$ cat src/power_image_pkg.sv
package power_image_pkg;

  // register map
  localparam logic [7:0] POLARITY_CONFIG_ADDR       = 8'h1d;
  localparam logic [7:0] CONTROL_ACTIVE_IMAGE_ADDR  = 8'h21;
  localparam logic [7:0] POLARITY_ACTIVE_IMAGE_ADDR = 8'h23;
  localparam logic [7:0] CONTROL_PRIOR_IMAGE_ADDR   = 8'h24;
  localparam logic [7:0] UNMAPPED_READ_VALUE        = 8'h00;

  // reset values of the images
  localparam logic [7:0] POLARITY_IMAGE_RESET = 8'h00;
  localparam logic [7:0] CONTROL_IMAGE_RESET  = 8'h00;

  // field positions in the control byte
  localparam int RATE_MSB      = 7;
  localparam int RATE_LSB      = 6;
  localparam int SLEEP_BIT     = 5;
  localparam int SINGLE_BIT    = 4;
  localparam int ALERT_PIN_BIT = 3;
  localparam int CC_ALERT_BIT  = 2;
  localparam int OVERFLOW_ALERT_EN_BIT = 1;
  localparam int OVF_FLAG_BIT  = 0;

  // field positions in the polarity byte
  localparam int SENSE_MSB = 7;
  localparam int SENSE_LSB = 4;
  localparam int BUS_MSB   = 3;
  localparam int BUS_LSB   = 0;

  // rate codes
  localparam logic [1:0] RATE_1024 = 2'h0;
  localparam logic [1:0] RATE_256  = 2'h1;
  localparam logic [1:0] RATE_64   = 2'h2;
  localparam logic [1:0] RATE_8    = 2'h3;

  // timing
  localparam int CLOCK_HZ         = 10_000_000;
  localparam int CLOCK_PERIOD_NS  = 100;
  localparam int VALID_TIME_NS    = 1_000_000;
  localparam int VALID_CYCLES     = (VALID_TIME_NS + CLOCK_PERIOD_NS - 1) / CLOCK_PERIOD_NS;
  localparam int ALERT_TIME_NS    = 5_000;
  localparam int ALERT_CYCLES     = (ALERT_TIME_NS + CLOCK_PERIOD_NS - 1) / CLOCK_PERIOD_NS;
  localparam int RATE_SPS_1024    = 1024;
  localparam int RATE_SPS_256     = 256;
  localparam int RATE_SPS_64      = 64;
  localparam int RATE_SPS_8       = 8;
  localparam int RATE_CYCLES_1024 = CLOCK_HZ / RATE_SPS_1024;
  localparam int RATE_CYCLES_256  = CLOCK_HZ / RATE_SPS_256;
  localparam int RATE_CYCLES_64   = CLOCK_HZ / RATE_SPS_64;
  localparam int RATE_CYCLES_8    = CLOCK_HZ / RATE_SPS_8;

  // control settings byte
  typedef struct packed {
    logic [1:0] rate;
    logic       sleep;
    logic       single_shot_sel;
    logic       alert_pin_en;
    logic       cycle_done_alert_en;
    logic       overflow_alert_en;
    logic       overflow_flag;
  } control_t;

  // polarity byte: index 3 is channel 1
  typedef struct packed {
    logic [3:0] sense_bipolar_sel;
    logic [3:0] bus_bipolar_sel;
  } polarity_t;

  // register port request
  typedef struct packed {
    logic       rdEn;
    logic       wrEn;
    logic [7:0] addr;
    logic [7:0] wrData;
  } reg_req_t;

  // validity of the images
  typedef enum logic [1:0] {
    WAIT_COMMIT,
    SETTLING,
    IMAGES_VALID
  } valid_state_t;

endpackage

$ cat src/hold_timer.sv
// holds busy for CYCLES clocks after start; a new start restarts the count
module hold_timer #(
  parameter int unsigned CYCLES = 50
) (
  input  wire logic clock,
  input  wire logic rstn,
  input  wire logic start,
  output logic      busy,
  output logic      expired
);

  localparam int W = $clog2(CYCLES + 1);
  localparam logic [W-1:0] LOAD = W'(CYCLES);
  localparam logic [W-1:0] ONE  = W'(1);

  logic [W-1:0] count_q;

  generate
    if (CYCLES < 1) begin : bad_cycles
      $error("hold_timer needs at least one cycle");
    end
  endgenerate

  // down counter
  always_ff @(posedge clock) begin
    if (!rstn) begin
      count_q <= '0;
    end else if (start) begin
      count_q <= LOAD;
    end else if (count_q != '0) begin
      count_q <= count_q - ONE;
    end
  end

  assign busy    = (count_q != '0);
  assign expired = (count_q == ONE) && !start; // last busy cycle

endmodule // hold_timer

$ cat src/config_active_and_prior_images.sv
module config_active_and_prior_images #(
  parameter int unsigned VALID_CYC     = power_image_pkg::VALID_CYCLES,
  parameter int unsigned ALERT_CYC     = power_image_pkg::ALERT_CYCLES,
  parameter int unsigned RATE_CYC_1024 = power_image_pkg::RATE_CYCLES_1024,
  parameter int unsigned RATE_CYC_256  = power_image_pkg::RATE_CYCLES_256,
  parameter int unsigned RATE_CYC_64   = power_image_pkg::RATE_CYCLES_64,
  parameter int unsigned RATE_CYC_8    = power_image_pkg::RATE_CYCLES_8
) (
  input  wire logic                      clock,
  input  wire logic                      rstn,
  input  wire power_image_pkg::reg_req_t regReq,
  output logic [7:0]                     regRdData,
  output logic                           regWrRefused,
  input  wire power_image_pkg::control_t controlConfig,
  input  wire power_image_pkg::polarity_t polarityConfig,
  input  wire logic                      commit,
  input  wire logic                      cycleDone,
  input  wire logic                      overflowEvent,
  output power_image_pkg::control_t      controlActive,
  output power_image_pkg::polarity_t     polarityActive,
  output logic [3:0]                     senseSigned,
  output logic [3:0]                     busSigned,
  output logic                           convEnable,
  output logic                           sampleTick,
  output logic                           imagesValid,
  output logic                           alertO,
  output logic                           alertOe
);
  import power_image_pkg::*;

  localparam int CW = 21;

  generate
    if (RATE_CYC_8 >= (1 << CW) || RATE_CYC_1024 < 2 || VALID_CYC < 1 || ALERT_CYC < 1) begin : bad_params
      $error("rate, valid or alert counts out of range");
    end
  endgenerate

  control_t     ctrlActive_q;
  control_t     ctrlPrior_q;
  polarity_t    polActive_q;
  logic         ovfSeen_q;
  logic [7:0]   rdData_q;
  logic         wrRefused_q;
  logic [CW-1:0] rateCount_q;
  logic [CW-1:0] rateLimit;
  logic         singleDone_q;
  logic         tick;
  logic         settleBusy;
  logic         settleDone;
  logic         ccAlertBusy;
  logic         imageHit;
  logic         ovfFlagNow;
  valid_state_t validState_q;

  // active control and polarity copies, loaded only by a commit
  always_ff @(posedge clock) begin
    if (!rstn) begin
      ctrlActive_q <= control_t'(CONTROL_IMAGE_RESET);
      polActive_q  <= polarity_t'(POLARITY_IMAGE_RESET);
    end else if (commit) begin
      ctrlActive_q <= controlConfig;
      polActive_q  <= polarityConfig;
    end
  end

  // live overflow flag: set by an event, cleared by commit, set wins
  always_ff @(posedge clock) begin
    if (!rstn) begin
      ovfSeen_q <= 1'b0;
    end else if (overflowEvent) begin
      ovfSeen_q <= 1'b1;
    end else if (commit) begin
      ovfSeen_q <= 1'b0;
    end
  end

  assign ovfFlagNow = ctrlActive_q.overflow_flag | ovfSeen_q;

  // prior image takes the settings in force until this commit
  always_ff @(posedge clock) begin
    if (!rstn) begin
      ctrlPrior_q <= control_t'(CONTROL_IMAGE_RESET);
    end else if (commit) begin
      ctrlPrior_q               <= ctrlActive_q;
      ctrlPrior_q.overflow_flag <= ovfFlagNow;
    end
  end

  // validity window after each commit
  hold_timer #(
    .CYCLES(VALID_CYC)
  ) settleTimer (
    .clock  (clock),
    .rstn   (rstn),
    .start  (commit),
    .busy   (settleBusy),
    .expired(settleDone)
  );

  // validity state
  always_ff @(posedge clock) begin
    if (!rstn) begin
      validState_q <= WAIT_COMMIT;
    end else if (commit) begin
      validState_q <= SETTLING;
    end else begin
      unique case (validState_q)
        WAIT_COMMIT:  validState_q <= WAIT_COMMIT;
        SETTLING:     validState_q <= settleDone ? IMAGES_VALID : SETTLING;
        IMAGES_VALID: validState_q <= IMAGES_VALID;
      endcase
    end
  end

  assign imagesValid = (validState_q == IMAGES_VALID);

  // sample period from the active rate code
  always_comb begin
    unique case (ctrlActive_q.rate)
      RATE_1024: rateLimit = CW'(RATE_CYC_1024 - 1);
      RATE_256:  rateLimit = CW'(RATE_CYC_256 - 1);
      RATE_64:   rateLimit = CW'(RATE_CYC_64 - 1);
      RATE_8:    rateLimit = CW'(RATE_CYC_8 - 1);
    endcase
  end

  // sample divider, held while asleep and restarted by commit
  always_ff @(posedge clock) begin
    if (!rstn || commit || ctrlActive_q.sleep) begin
      rateCount_q <= '0;
    end else if (rateCount_q >= rateLimit) begin
      rateCount_q <= '0;
    end else begin
      rateCount_q <= rateCount_q + CW'(1);
    end
  end

  // single-shot stops after the first completed cycle
  always_ff @(posedge clock) begin
    if (!rstn || commit) begin
      singleDone_q <= 1'b0;
    end else if (cycleDone && ctrlActive_q.single_shot_sel) begin
      singleDone_q <= 1'b1;
    end
  end

  assign convEnable = !ctrlActive_q.sleep && !(ctrlActive_q.single_shot_sel && singleDone_q);
  assign tick       = convEnable && !commit && (rateCount_q >= rateLimit);
  assign sampleTick = tick;

  // cycle-done alert stretch
  hold_timer #(
    .CYCLES(ALERT_CYC)
  ) alertTimer (
    .clock  (clock),
    .rstn   (rstn),
    .start  (cycleDone && ctrlActive_q.cycle_done_alert_en),
    .busy   (ccAlertBusy),
    .expired()
  );

  // open-drain alert, low while driven
  assign alertO  = 1'b0;
  assign alertOe = ctrlActive_q.alert_pin_en &&
                   (ccAlertBusy || (ctrlActive_q.overflow_alert_en && ovfFlagNow));

  // register read port, one cycle latency
  always_ff @(posedge clock) begin
    if (!rstn) begin
      rdData_q <= UNMAPPED_READ_VALUE;
    end else if (regReq.rdEn) begin
      unique case (regReq.addr)
        POLARITY_ACTIVE_IMAGE_ADDR: rdData_q <= polActive_q;
        CONTROL_PRIOR_IMAGE_ADDR:   rdData_q <= ctrlPrior_q;
        default:                    rdData_q <= UNMAPPED_READ_VALUE;
      endcase
    end
  end

  assign imageHit = (regReq.addr == POLARITY_ACTIVE_IMAGE_ADDR) ||
                    (regReq.addr == CONTROL_PRIOR_IMAGE_ADDR);

  // writes to the polarity and prior images are dropped and flagged for one cycle
  always_ff @(posedge clock) begin
    if (!rstn) begin
      wrRefused_q <= 1'b0;
    end else begin
      wrRefused_q <= regReq.wrEn && imageHit;
    end
  end

  assign regRdData      = rdData_q;
  assign regWrRefused   = wrRefused_q;
  assign controlActive  = ctrlActive_q;
  assign polarityActive = polActive_q;
  assign senseSigned    = polActive_q.sense_bipolar_sel;
  assign busSigned      = polActive_q.bus_bipolar_sel;

  // polarity image moves only on commit
  pol_hold_a: assert property (@(posedge clock) disable iff (!rstn)
    !commit |=> $stable(polActive_q))
    else $error("polarity image changed without commit");

  // polarity image takes the written value on commit
  pol_load_a: assert property (@(posedge clock) disable iff (!rstn)
    commit |=> polActive_q == $past(polarityConfig))
    else $error("polarity image not loaded by commit");

  // prior image equals the old active settings
  prior_copy_a: assert property (@(posedge clock) disable iff (!rstn)
    commit |=> ctrlPrior_q[7:1] == $past(ctrlActive_q[7:1]) && ctrlActive_q == $past(controlConfig))
    else $error("prior image not copied from active settings");

  // images invalid right after a commit
  settle_gap_a: assert property (@(posedge clock) disable iff (!rstn)
    commit |=> !imagesValid [*8])
    else $error("images valid too soon after commit");

  // validity only at the end of the settle time
  valid_rise_a: assert property (@(posedge clock) disable iff (!rstn)
    $rose(imagesValid) |-> $past(settleDone) && !settleBusy)
    else $error("images valid before settle time elapsed");

  // cycle-done alert is held
  cc_alert_a: assert property (@(posedge clock) disable iff (!rstn)
    cycleDone && ctrlActive_q.cycle_done_alert_en && ctrlActive_q.alert_pin_en && !commit
      |=> alertOe [*8])
    else $error("cycle-done alert not held");

  // no sampling while asleep
  sleep_quiet_a: assert property (@(posedge clock) disable iff (!rstn)
    ctrlActive_q.sleep |-> !sampleTick)
    else $error("sample tick while asleep");

  // ticks at least nine cycles apart at every rate
  tick_space_a: assert property (@(posedge clock) disable iff (!rstn)
    sampleTick |=> !sampleTick [*8])
    else $error("sample ticks too close");

  // single-shot stops after one cycle
  single_stop_a: assert property (@(posedge clock) disable iff (!rstn)
    ctrlActive_q.single_shot_sel && singleDone_q |-> !sampleTick && !convEnable)
    else $error("single-shot kept converting");

  // writes leave images unchanged
  write_ignore_a: assert property (@(posedge clock) disable iff (!rstn)
    regReq.wrEn && !commit |=> $stable(polActive_q) && $stable(ctrlPrior_q) && regWrRefused == $past(imageHit))
    else $error("image changed by a host write");

  // prior image read returns its contents
  prior_read_a: assert property (@(posedge clock) disable iff (!rstn)
    regReq.rdEn && regReq.addr == CONTROL_PRIOR_IMAGE_ADDR |=> regRdData == $past(ctrlPrior_q))
    else $error("prior image read wrong");

  // reset clears both images and the validity
  reset_zero_a: assert property (@(posedge clock)
    !rstn |=> polActive_q == polarity_t'(POLARITY_IMAGE_RESET) && ctrlPrior_q == control_t'(CONTROL_IMAGE_RESET) && !imagesValid)
    else $error("images not cleared by reset");

  // prior image moves only on commit
  prior_hold_a: assert property (@(posedge clock) disable iff (!rstn)
    !commit |=> $stable(ctrlPrior_q))
    else $error("prior image changed without commit");

  // active control copy moves only on commit
  active_hold_a: assert property (@(posedge clock) disable iff (!rstn)
    !commit |=> $stable(ctrlActive_q))
    else $error("active settings changed without commit");

  // polarity image read returns its contents
  pol_read_a: assert property (@(posedge clock) disable iff (!rstn)
    regReq.rdEn && regReq.addr == POLARITY_ACTIVE_IMAGE_ADDR |=> regRdData == $past(polActive_q))
    else $error("polarity image read wrong");

  // sense selections sit in the upper nibble
  sense_map_a: assert property (@(posedge clock) disable iff (!rstn)
    senseSigned == polActive_q[SENSE_MSB:SENSE_LSB])
    else $error("sense polarity mapped wrong");

  // bus selections sit in the lower nibble
  bus_map_a: assert property (@(posedge clock) disable iff (!rstn)
    busSigned == polActive_q[BUS_MSB:BUS_LSB])
    else $error("bus polarity mapped wrong");

  // an overflow is remembered even when a commit clears it
  ovf_set_a: assert property (@(posedge clock) disable iff (!rstn)
    overflowEvent |=> ovfSeen_q)
    else $error("overflow event lost");

  // a remembered overflow lands in the prior image
  prior_ovf_a: assert property (@(posedge clock) disable iff (!rstn)
    commit && ovfSeen_q |=> ctrlPrior_q.overflow_flag)
    else $error("overflow not recorded in prior image");

  // single-shot stops right after its cycle completes
  single_done_a: assert property (@(posedge clock) disable iff (!rstn)
    cycleDone && ctrlActive_q.single_shot_sel && !commit |=> !convEnable)
    else $error("single-shot not stopped");

  // no alert while the pin function is off
  pin_off_a: assert property (@(posedge clock) disable iff (!rstn)
    !ctrlActive_q.alert_pin_en |-> !alertOe)
    else $error("alert driven while pin disabled");

endmodule // config_active_and_prior_images

$ cat config.mk
export PLATFORM = sky130hd
export DESIGN_NAME = config_active_and_prior_images
export DESIGN_NICKNAME = d
export VERILOG_FILES = /design/src/power_image_pkg.sv /design/src/hold_timer.sv /design/src/config_active_and_prior_images.sv
export SDC_FILE = /design/constraint.sdc
export NUM_CORES = 1
export LEC_CHECK = 0
export CAP_MARGIN = 20
export CORE_UTILIZATION = 56
export CTS_BUF_LIST = sky130_fd_sc_hd__clkbuf_4 sky130_fd_sc_hd__clkbuf_8
export CTS_CLUSTER_DIAMETER = 200
export DETAILED_ROUTE_END_ITERATION = 10
export DONT_BUFFER_PORTS = 1
export PLACE_DENSITY = 0.8
export SLEW_MARGIN = 10
export SYNTH_ARGS = -nofsm -noshare
export SYNTH_HDL_FRONTEND = slang
export SYNTH_SLANG_ARGS = --single-unit
$ cat constraint.sdc
create_clock -name clock -period 6.8 [get_ports clock]
set_input_delay 1.36 -clock clock [delete_from_list [all_inputs] [get_ports clock]]
set_output_delay 1.36 -clock clock [all_outputs]
set_load 0.01 [all_outputs]
==> Word-level counts from Yosys, hierarchy flattened <==
Index checks and enable logic that the tools add are counted.
{ "totals": {"input_bits": 39, "output_inout_bits": 38, "elab_cells": 80, "regBits": 78} }
{ "classes": {"reduce_logical": 28, "n_addsub": 3, "n_eq_ne": 8, "order_cmp": 1, "n_bitwise": 2, "mux": 11} }
{ "ops": {"columns": ["operator", "count"], "rows": [
  ["$pmux 21 s4", 1],
  ["$mux 14", 2],
  ["$add 21x1->21 const B", 1],
  ["$ge 21x21->1", 1],
  ["$eq 8x6->1 const B", 2],
  ["$pmux 8 s2", 1],
  ["$eq 14x1->1 const B", 1],
  ["$reduce_bool 14->1", 1],
  ["$sub 14x1->14 const B", 1],
  ["$mux 6", 2],
  ["$logic_and 1x1->1", 10],
  ["$eq 2x2->1 const B", 3],
  ["$pmux 2 s3", 1],
  ["$reduce_bool 2->1", 3],
  ["$reduce_bool 6->1", 1],
  ["$reduce_or 2->1", 3],
  ["$sub 6x1->6 const B", 1],
  ["$eq 2x1->1 const B", 2],
  ["$logic_not 1->1", 4],
  ["$logic_not 2->1", 2],
  ["$logic_or 1x1->1", 4],
  ["$mux 1", 3],
  ["$mux 2", 1],
  ["$not 1->1", 1],
  ["$or 1x1->1", 1]
]} }

==> Depth between registers and ports, before layout <==
Gate-level depths: netlist of run 1.
{ "depth": {"depth_word": 5, "mapped_depth": 11, "depth_no_buf": 10} }

==> By module <==
A second synthesis of run 1 with hierarchy kept.
{ "unflattened": {"cells_unflattened": 458, "area_unflattened_um2": 4206.5} }
{ "by_module_without_submodules": {"columns": ["mod", "cells_each", "n_inst", "area_per_inst_um2", "seq_area_each_um2"], "rows": [
  ["config_active_and_prior_images", 324, 1, 3017.9, 1161.1],
  ["hold_timer (settleTimer)", 95, 1, 837.1, 280.3],
  ["hold_timer (alertTimer)", 39, 1, 351.6, 120.1]
]} }

==> Worst setup path before layout of run 1 <==
OpenSTA, ideal clock, no wires.
{ "synth_path": {"path_type": "reg-to-output", "start": "register ctrlActive_q (netlist bit controlActive[7])", "end": "output port sampleTick", "arrival_time_ns": 2.298, "path_buffers": 0, "stages_incl_launch_ff": 10, "setup_slack_ns": 3.142, "required_ns": 5.440, "cell_sequence": "dfxtp_1 > inv_1 > ha_1 > inv_1 > o21ai_0 > ha_1 > a211oi_1 > a21oi_1 > o31a_1 > o311a_1"} }
{ "synth_via": {"elab_chain_cells": 4} }
{ "synth_lines": {"columns": ["element", "line", "text"], "rows": [
  ["start: declaration", "config_active_and_prior_images.sv:39", "control_t ctrlActive_q;"],
  ["start signal: assignment", "config_active_and_prior_images.sv:59", "ctrlActive_q <= control_t'(CONTROL_IMAGE_RESET);"],
  ["start signal: assignment", "config_active_and_prior_images.sv:62", "ctrlActive_q <= controlConfig;"],
  ["$eq 2x2->1, or another cell as far along", "config_active_and_prior_images.sv:120", "unique case (ctrlActive_q.rate)"],
  ["$pmux 21 s4 (*)", "config_active_and_prior_images.sv:120", null],
  ["$ge 21x21->1 (*)", "config_active_and_prior_images.sv:149", "assign tick = convEnable && !commit && (rateCount_q >= rateLimit);"],
  ["$logic_and 1x1->1 (*)", "config_active_and_prior_images.sv:149", null],
  ["end: declaration", "config_active_and_prior_images.sv:24", "output logic sampleTick,"]
]} }
Every way passes the cells marked *; elsewhere a longest branch is shown, timed or not. The select of a mux whose other input is x is not followed.

==> Worst setup path after layout of run 1 <==
Same ends and word-level chain as after synthesis.

==> metrics.md, run 1 <==
| Metric | Value |
|---|---|
| Gr busiest metal | `met2` |
| Synthesized cell area | `0.00414 sq mm` |
| Via density | `5.67` |
| Gr usage total | `21.9%` |
| Synthesized flop and latch total | `78` |
| Global routing usage on met2 | `35.6%` |
| Hold Crit Class | `flop to flop` |
| CTS Hold Bufs | `0` |
| Port Buf Inserts | `0` |
| First-pass GRT wire length | `13200 um` |
| Dpl hpwl | `5780 um` |
| # setup viols final | `0` |
| Clock latency on the worst-skew pair | `0.35 ns` |
| Die Y | `88.0 um` |
| Dpl cells | `509` |
| Area grow syn2layout | `5.05%` |
| Antenna violations before repair | `0` |
| Ys flop type | `dfxtp_1` |
| RSZ-0062 raised after global routing | `no` |
| Sequential share of the synthesized area | `37.7%` |
| Post-synth net total | `508` |
| CTS Buffer Depth | `2` |
| Maximum VDD drop | `0.212 mV` |
| Final Util | `62.3%` |
| Post-synthesis async set-or-reset flop share | `0%` |
| Final-report max-slew violation count | `0` |
| Final Skew | `0.00631 ns` |
| Ports | `77` |
| # fillers | `589` |
| PwrDens | `252 mW/mm^2` |
| FP Rows | `30` |
| Final Hold Vio Count | `0` |
| Final ANT Viol Nets | `0` |
| Worst slack, placed | `2.75 ns` |
| Arrival time worst endpoint | `3.07 ns` |
| Number of synthesized flops with an enable pin | `0` |
| Vias in the first global route | `2883` |
| Critical path data required time | `5.44 ns` |
| Root Buffer | `clkbuf_8` |
| RePlAce Congestion | `0.822` |
| Headroom to the max-slew limit | `52.4%` |
| Area after DPL | `0.00412 sq mm` |
| Routed WL | `8080 um` |
| Die area | `0.00774 sq mm` |
| CTS sink cnt | `78` |
| Status | `completed` |
| PnR worst setup slack | `2.37 ns` |
| Startpoint type of the worst setup path | `flop` |
| Pleak | `1.71 nW` |
| Pin count of the biggest net entering global routing | `47` |
| TritonCTS Buffers | `9` |
| WHS | `0.484 ns` |
| Setup TNS | `0 ns` |
| Tmin final | `4.43 ns` |
| Met1 usage | `28.1%` |
| Fin area | `0.00435 sq mm` |
| Final net count | `495` |
| Post-CTS Setup Bufs | `0` |
| DRC viols | `0` |
| Max-cap violation count | `0` |
| Layout cells sized above 1 | `10.9%` |
| PostCTS Resize Cnt | `0` |
| Total Power | `1.09 mW` |
| Worst setup EP type | `primary output` |
| Fin crit share | `65.1%` |
| Htree depth | `3` |
| Core outline area | `0.00698 sq mm` |
| Worst slew pin tran | `0.709 ns` |
| DRT Pass-1 Iters | `5` |
| Met3 Use GR | `5.00%` |
| Diodes inserted | `0` |
| Avg WL per Cell | `15.4 um` |
| Post-route insts no fill | `526` |
| YS warnings | `0` |
| Initial Util | `59.3%` |
| Worst-path maximum fanout | `7` |
| Mapped Cells | `438` |
| Area occupied by registers | `0.00156 sq mm` |
| Footprint of the multi-input gates | `0.00232 sq mm` |
| Synth cell types | `54` |
| Synth Area per Inst | `9.45 sq um` |
| Vias | `2983` |
| Fmax | `226 MHz` |
| Total grt overflow | `0` |
| DRT iter0 DRCs | `192` |
| CTS tree | `built` |
| Clk slew on worst S/H paths | `0.08 ns` |
| Die width | `88.0 um` |
| Critical path class | `flop to primary output` |
## cell usage in the layout (no fill, tap or decap), drive strengths merged, types with 2 or more instances in the layout
cell and instances:
dfxtp 78, ha 31, inv 31, nor2b 26, nor3 26, mux2i 23
nor2 21, nand2 20, xor2 19, nand3 15, xnor2 13, a21oi 13
clkbuf 11, o21ai 10, and2 10, a22oi 8, o22ai 8, a21boi 7
nand4 6, and3 6, or3 6, nor4 6, a211oi 3, nor3b 3
a2111oi 3, a211o 2, o311a 2, o21a 2, or4 2, and4 2
bufinv 2, or2 2
## final cells by class
type	count	area share [%]
Tap cell	96	2.76
Timing Repair Buffer	2	0.288
Sequential cell	78	35.9
Clock buffer	10	3.02
Multi-Input combinational cell	305	53.4
Inverter	29	2.50
Clock inverter	6	2.16
## critical path, cell delays in order, from the launching register on
cell and delay (ns):
dfxtp_1 0.54, inv_1 0.22, ha_1 0.25, inv_1 0.13
o21ai_0 0.17, ha_1 0.34, a211oi_1 0.24, a21oi_1 0.10
o31a_1 0.31, o311a_1 0.42
## per-layer routing
metal  vias to the layer above  share of wire, %
li1                       1482                 -
met5                         -                 0
met2                        63                49
met3                        15               3.5
met4                         0               2.0
met1                      1423                46
## cell usage after synthesis, types with 13 or more instances
| library cell | n | area, sq um |
|---|---|---|
| mux2i_1 | 23 | 230 |
| xnor2_1 | 13 | 114 |
| nor2_1 | 20 | 75.1 |
| dfxtp_1 | 78 | 1560 |
| ha_1 | 31 | 388 |
| nand3_1 | 15 | 75.1 |
| nor3_2 | 17 | 170 |
| xor2_1 | 19 | 166 |
| inv_1 | 29 | 109 |
| nand2_1 | 19 | 71.3 |
| nor2b_1 | 26 | 163 |
## power by group
group / switching, mW / internal [mW] / leakage [nW]
Clock: 0.175 / 0.214 / 0.111
Combinational: 0.101 / 0.0838 / 0.958
Sequential: 0.0335 / 0.487 / 0.637
## cells by family after synthesis
group	count (synthesis)	synth area share, %
other	1	0.0906
buffers and inverters	55	6.23
AND/OR/NAND/NOR	155	23.6
AO/OA/AOI/OAI	63	10.6
XOR/XNOR	32	6.77
multiplexers	23	5.56
adder cells (fa/ha/maj)	31	9.37
flip-flops	78	37.7
## worst paths after layout
path,startpoint,end,slack [ns],cells past startpoint
worst min register to register,settleTimer.count_q[7],settleTimer.count_q[7],0.48,2
worst min-delay path,settleTimer.count_q[7],settleTimer.count_q[7],0.48,2
worst max register to register,controlActive[7],rateCount_q[13],3.49,10
worst max-delay path,controlActive[7],sampleTick,2.37,9
## state kept, by name, indices dropped and copies added (netlist names)
register / flops
ctrlPrior_q: 8
rateCount_q: 21
busSigned: 4
validState_q: 2
settleTimer.count_q: 14
ovfSeen_q: 1
singleDone_q: 1
regRdData: 8
alertTimer.count_q: 6
senseSigned: 4
regWrRefused: 1
controlActive: 8
Note: power is estimated with default switching activity, not from simulation.
==> run 2, diff against run 1 <==
==> constraint.sdc (replaced) <==
create_clock -name clock -period 4.3 [get_ports clock]
set_input_delay 0.86 -clock clock [delete_from_list [all_inputs] [get_ports clock]]
set_output_delay 0.86 -clock clock [all_outputs]
set_load 0.01 [all_outputs]
==> metrics.md, run 2 (same netlist as run 1, synthesis figures left out) <==
| Metric | Value |
|---|---|
| Worst-path maximum fanout | `7` |
| Final Hold Vio Count | `0` |
| RSZ-0062 raised after global routing | `no` |
| CTS tree | `built` |
| Largest regs | `rateCount_q: 21 flops, settleTimer.count_q: 14 flops` |
| DRT iter0 DRCs | `134` |
| Startpoint type of the worst setup path | `flop` |
| Avg WL per Cell | `15.2 um` |
| Largest register FFs | `21` |
| Dpl cells | `510` |
| Vias in the first global route | `2961` |
| Hold_sp | `settleTimer.count_q[7]` |
| Die Y | `88.0 um` |
| Commonest non-fill, non-tap cell in the layout | `dfxtp_1` |
| CTS sink cnt | `78` |
| First-pass GRT wire length | `13300 um` |
| Status | `completed` |
| Routed WL | `7980 um` |
| Setup TNS | `0 ns` |
| Fmax | `255 MHz` |
| Gr busiest metal | `met2` |
| Vias | `2987` |
| Worst setup EP type | `primary output` |
| WHS | `0.482 ns` |
| PwrDens | `382 mW/mm^2` |
| Final Skew | `0.00598 ns` |
| CTS Buffer Depth | `2` |
| Diodes inserted | `0` |
| Gr usage total | `21.9%` |
| Met1 usage | `27.4%` |
| Layout cells sized above 1 | `10.7%` |
| Clk slew on worst S/H paths | `0.08 ns` |
| Clock latency on the worst-skew pair | `0.35 ns` |
| Via density | `5.69` |
| Area grow syn2layout | `4.32%` |
| Worst slew pin tran | `0.966 ns` |
| Arrival time worst endpoint | `3.06 ns` |
| Pin count of the biggest net entering global routing | `47` |
| Ports | `77` |
| Final ANT Viol Nets | `0` |
| DRT Pass-1 Iters | `4` |
| Headroom to the max-slew limit | `35.5%` |
| Core outline area | `0.00698 sq mm` |
| Post-route insts no fill | `525` |
| Root Buffer | `clkbuf_8` |
| Critical path class | `flop to primary output` |
| Htree depth | `3` |
| FP Rows | `30` |
| Die width | `88.0 um` |
| Critical path data required time | `3.44 ns` |
| DRC viols | `0` |
| Max-cap violation count | `0` |
| Final-report max-slew violation count | `0` |
| Antenna violations before repair | `0` |
| Total grt overflow | `0` |
| Dpl hpwl | `5650 um` |
| PostCTS Resize Cnt | `0` |
| Initial Util | `59.3%` |
| Pleak | `1.68 nW` |
| TritonCTS Buffers | `9` |
| Reg with most FFs | `rateCount_q` |
| Worst setup path startpoint | `controlActive[7]` |
| Worst R2R Start | `controlActive[7]` |
| Total Power | `1.65 mW` |
| Final net count | `495` |
| Port Buf Inserts | `0` |
| Fin crit share | `91.2%` |
| RePlAce Congestion | `0.847` |
| Die area | `0.00774 sq mm` |
| Maximum VDD drop | `0.355 mV` |
| CTS Hold Bufs | `0` |
| Hold Crit Class | `flop to flop` |
| Met3 Use GR | `4.52%` |
| # setup viols final | `0` |
| Tmin final | `3.92 ns` |
| Post-CTS Setup Bufs | `0` |
| Global routing usage on met2 | `37.1%` |
| Most frequent cells in the layout | `dfxtp_1, ha_1, inv_1` |
run 2: final timing paths:
kind	endpoint	slack [ns]	cells after the start
worst max-delay path	sampleTick	0.38	9
worst min-delay path	settleTimer.count_q[7]	0.48	2
worst min register to register	settleTimer.count_q[7]	0.48	2
worst max register to register	rateCount_q[9]	1.00	10
run 2: power breakdown:
group	switching (mW)	internal, mW	total (mW)
combinational	0.155	0.132	0.288
clock	0.268	0.272	0.540
sequential	0.0516	0.770	0.821
run 2: per-layer routing:
| layer | share of wire, % | wire [um] | vias up |
|---|---|---|---|
| met5 | 0 | 0 | - |
| met4 | 1.4 | 114 | 0 |
| met3 | 4.0 | 318 | 13 |
| met2 | 48 | 3860 | 61 |
| met1 | 46 | 3680 | 1424 |
| li1 | - | - | 1489 |
run 2: per-stage QoR:
| step | utilization (%) | setup slack (ns) | area [sq um] |
|---|---|---|---|
| 6_report | 61.8 | 0.380 | 4320 |
| 3_5_place_dp | 59.1 | 0.750 | 4130 |
| 2_1_floorplan | - | 1.14 | 4140 |
| 3_3_place_gp | 59.1 | 0.823 | 4130 |
| 5_1_grt | 61.8 | 0.282 | 4320 |
| 4_1_cts | 61.8 | 0.378 | 4320 |
run 2: area by class of cell:
cell class	instances	area, sq um
fillers	604	2660
multi-input cells	305	2320
flip-flops and latches	78	1560
clock buffers	10	131
well taps	96	120
inverters	29	109
clock inverters	5	61.3
repair buffers	2	15.0
run 2: critical path: stages, from the launching register on:
cell      delay (ns)
dfxtp_1         0.54
inv_1           0.22
ha_1            0.24
inv_1           0.13
o21ai_0         0.17
ha_1            0.35
a211oi_1        0.24
a21oi_1         0.10
o31a_1          0.30
o311a_1         0.41
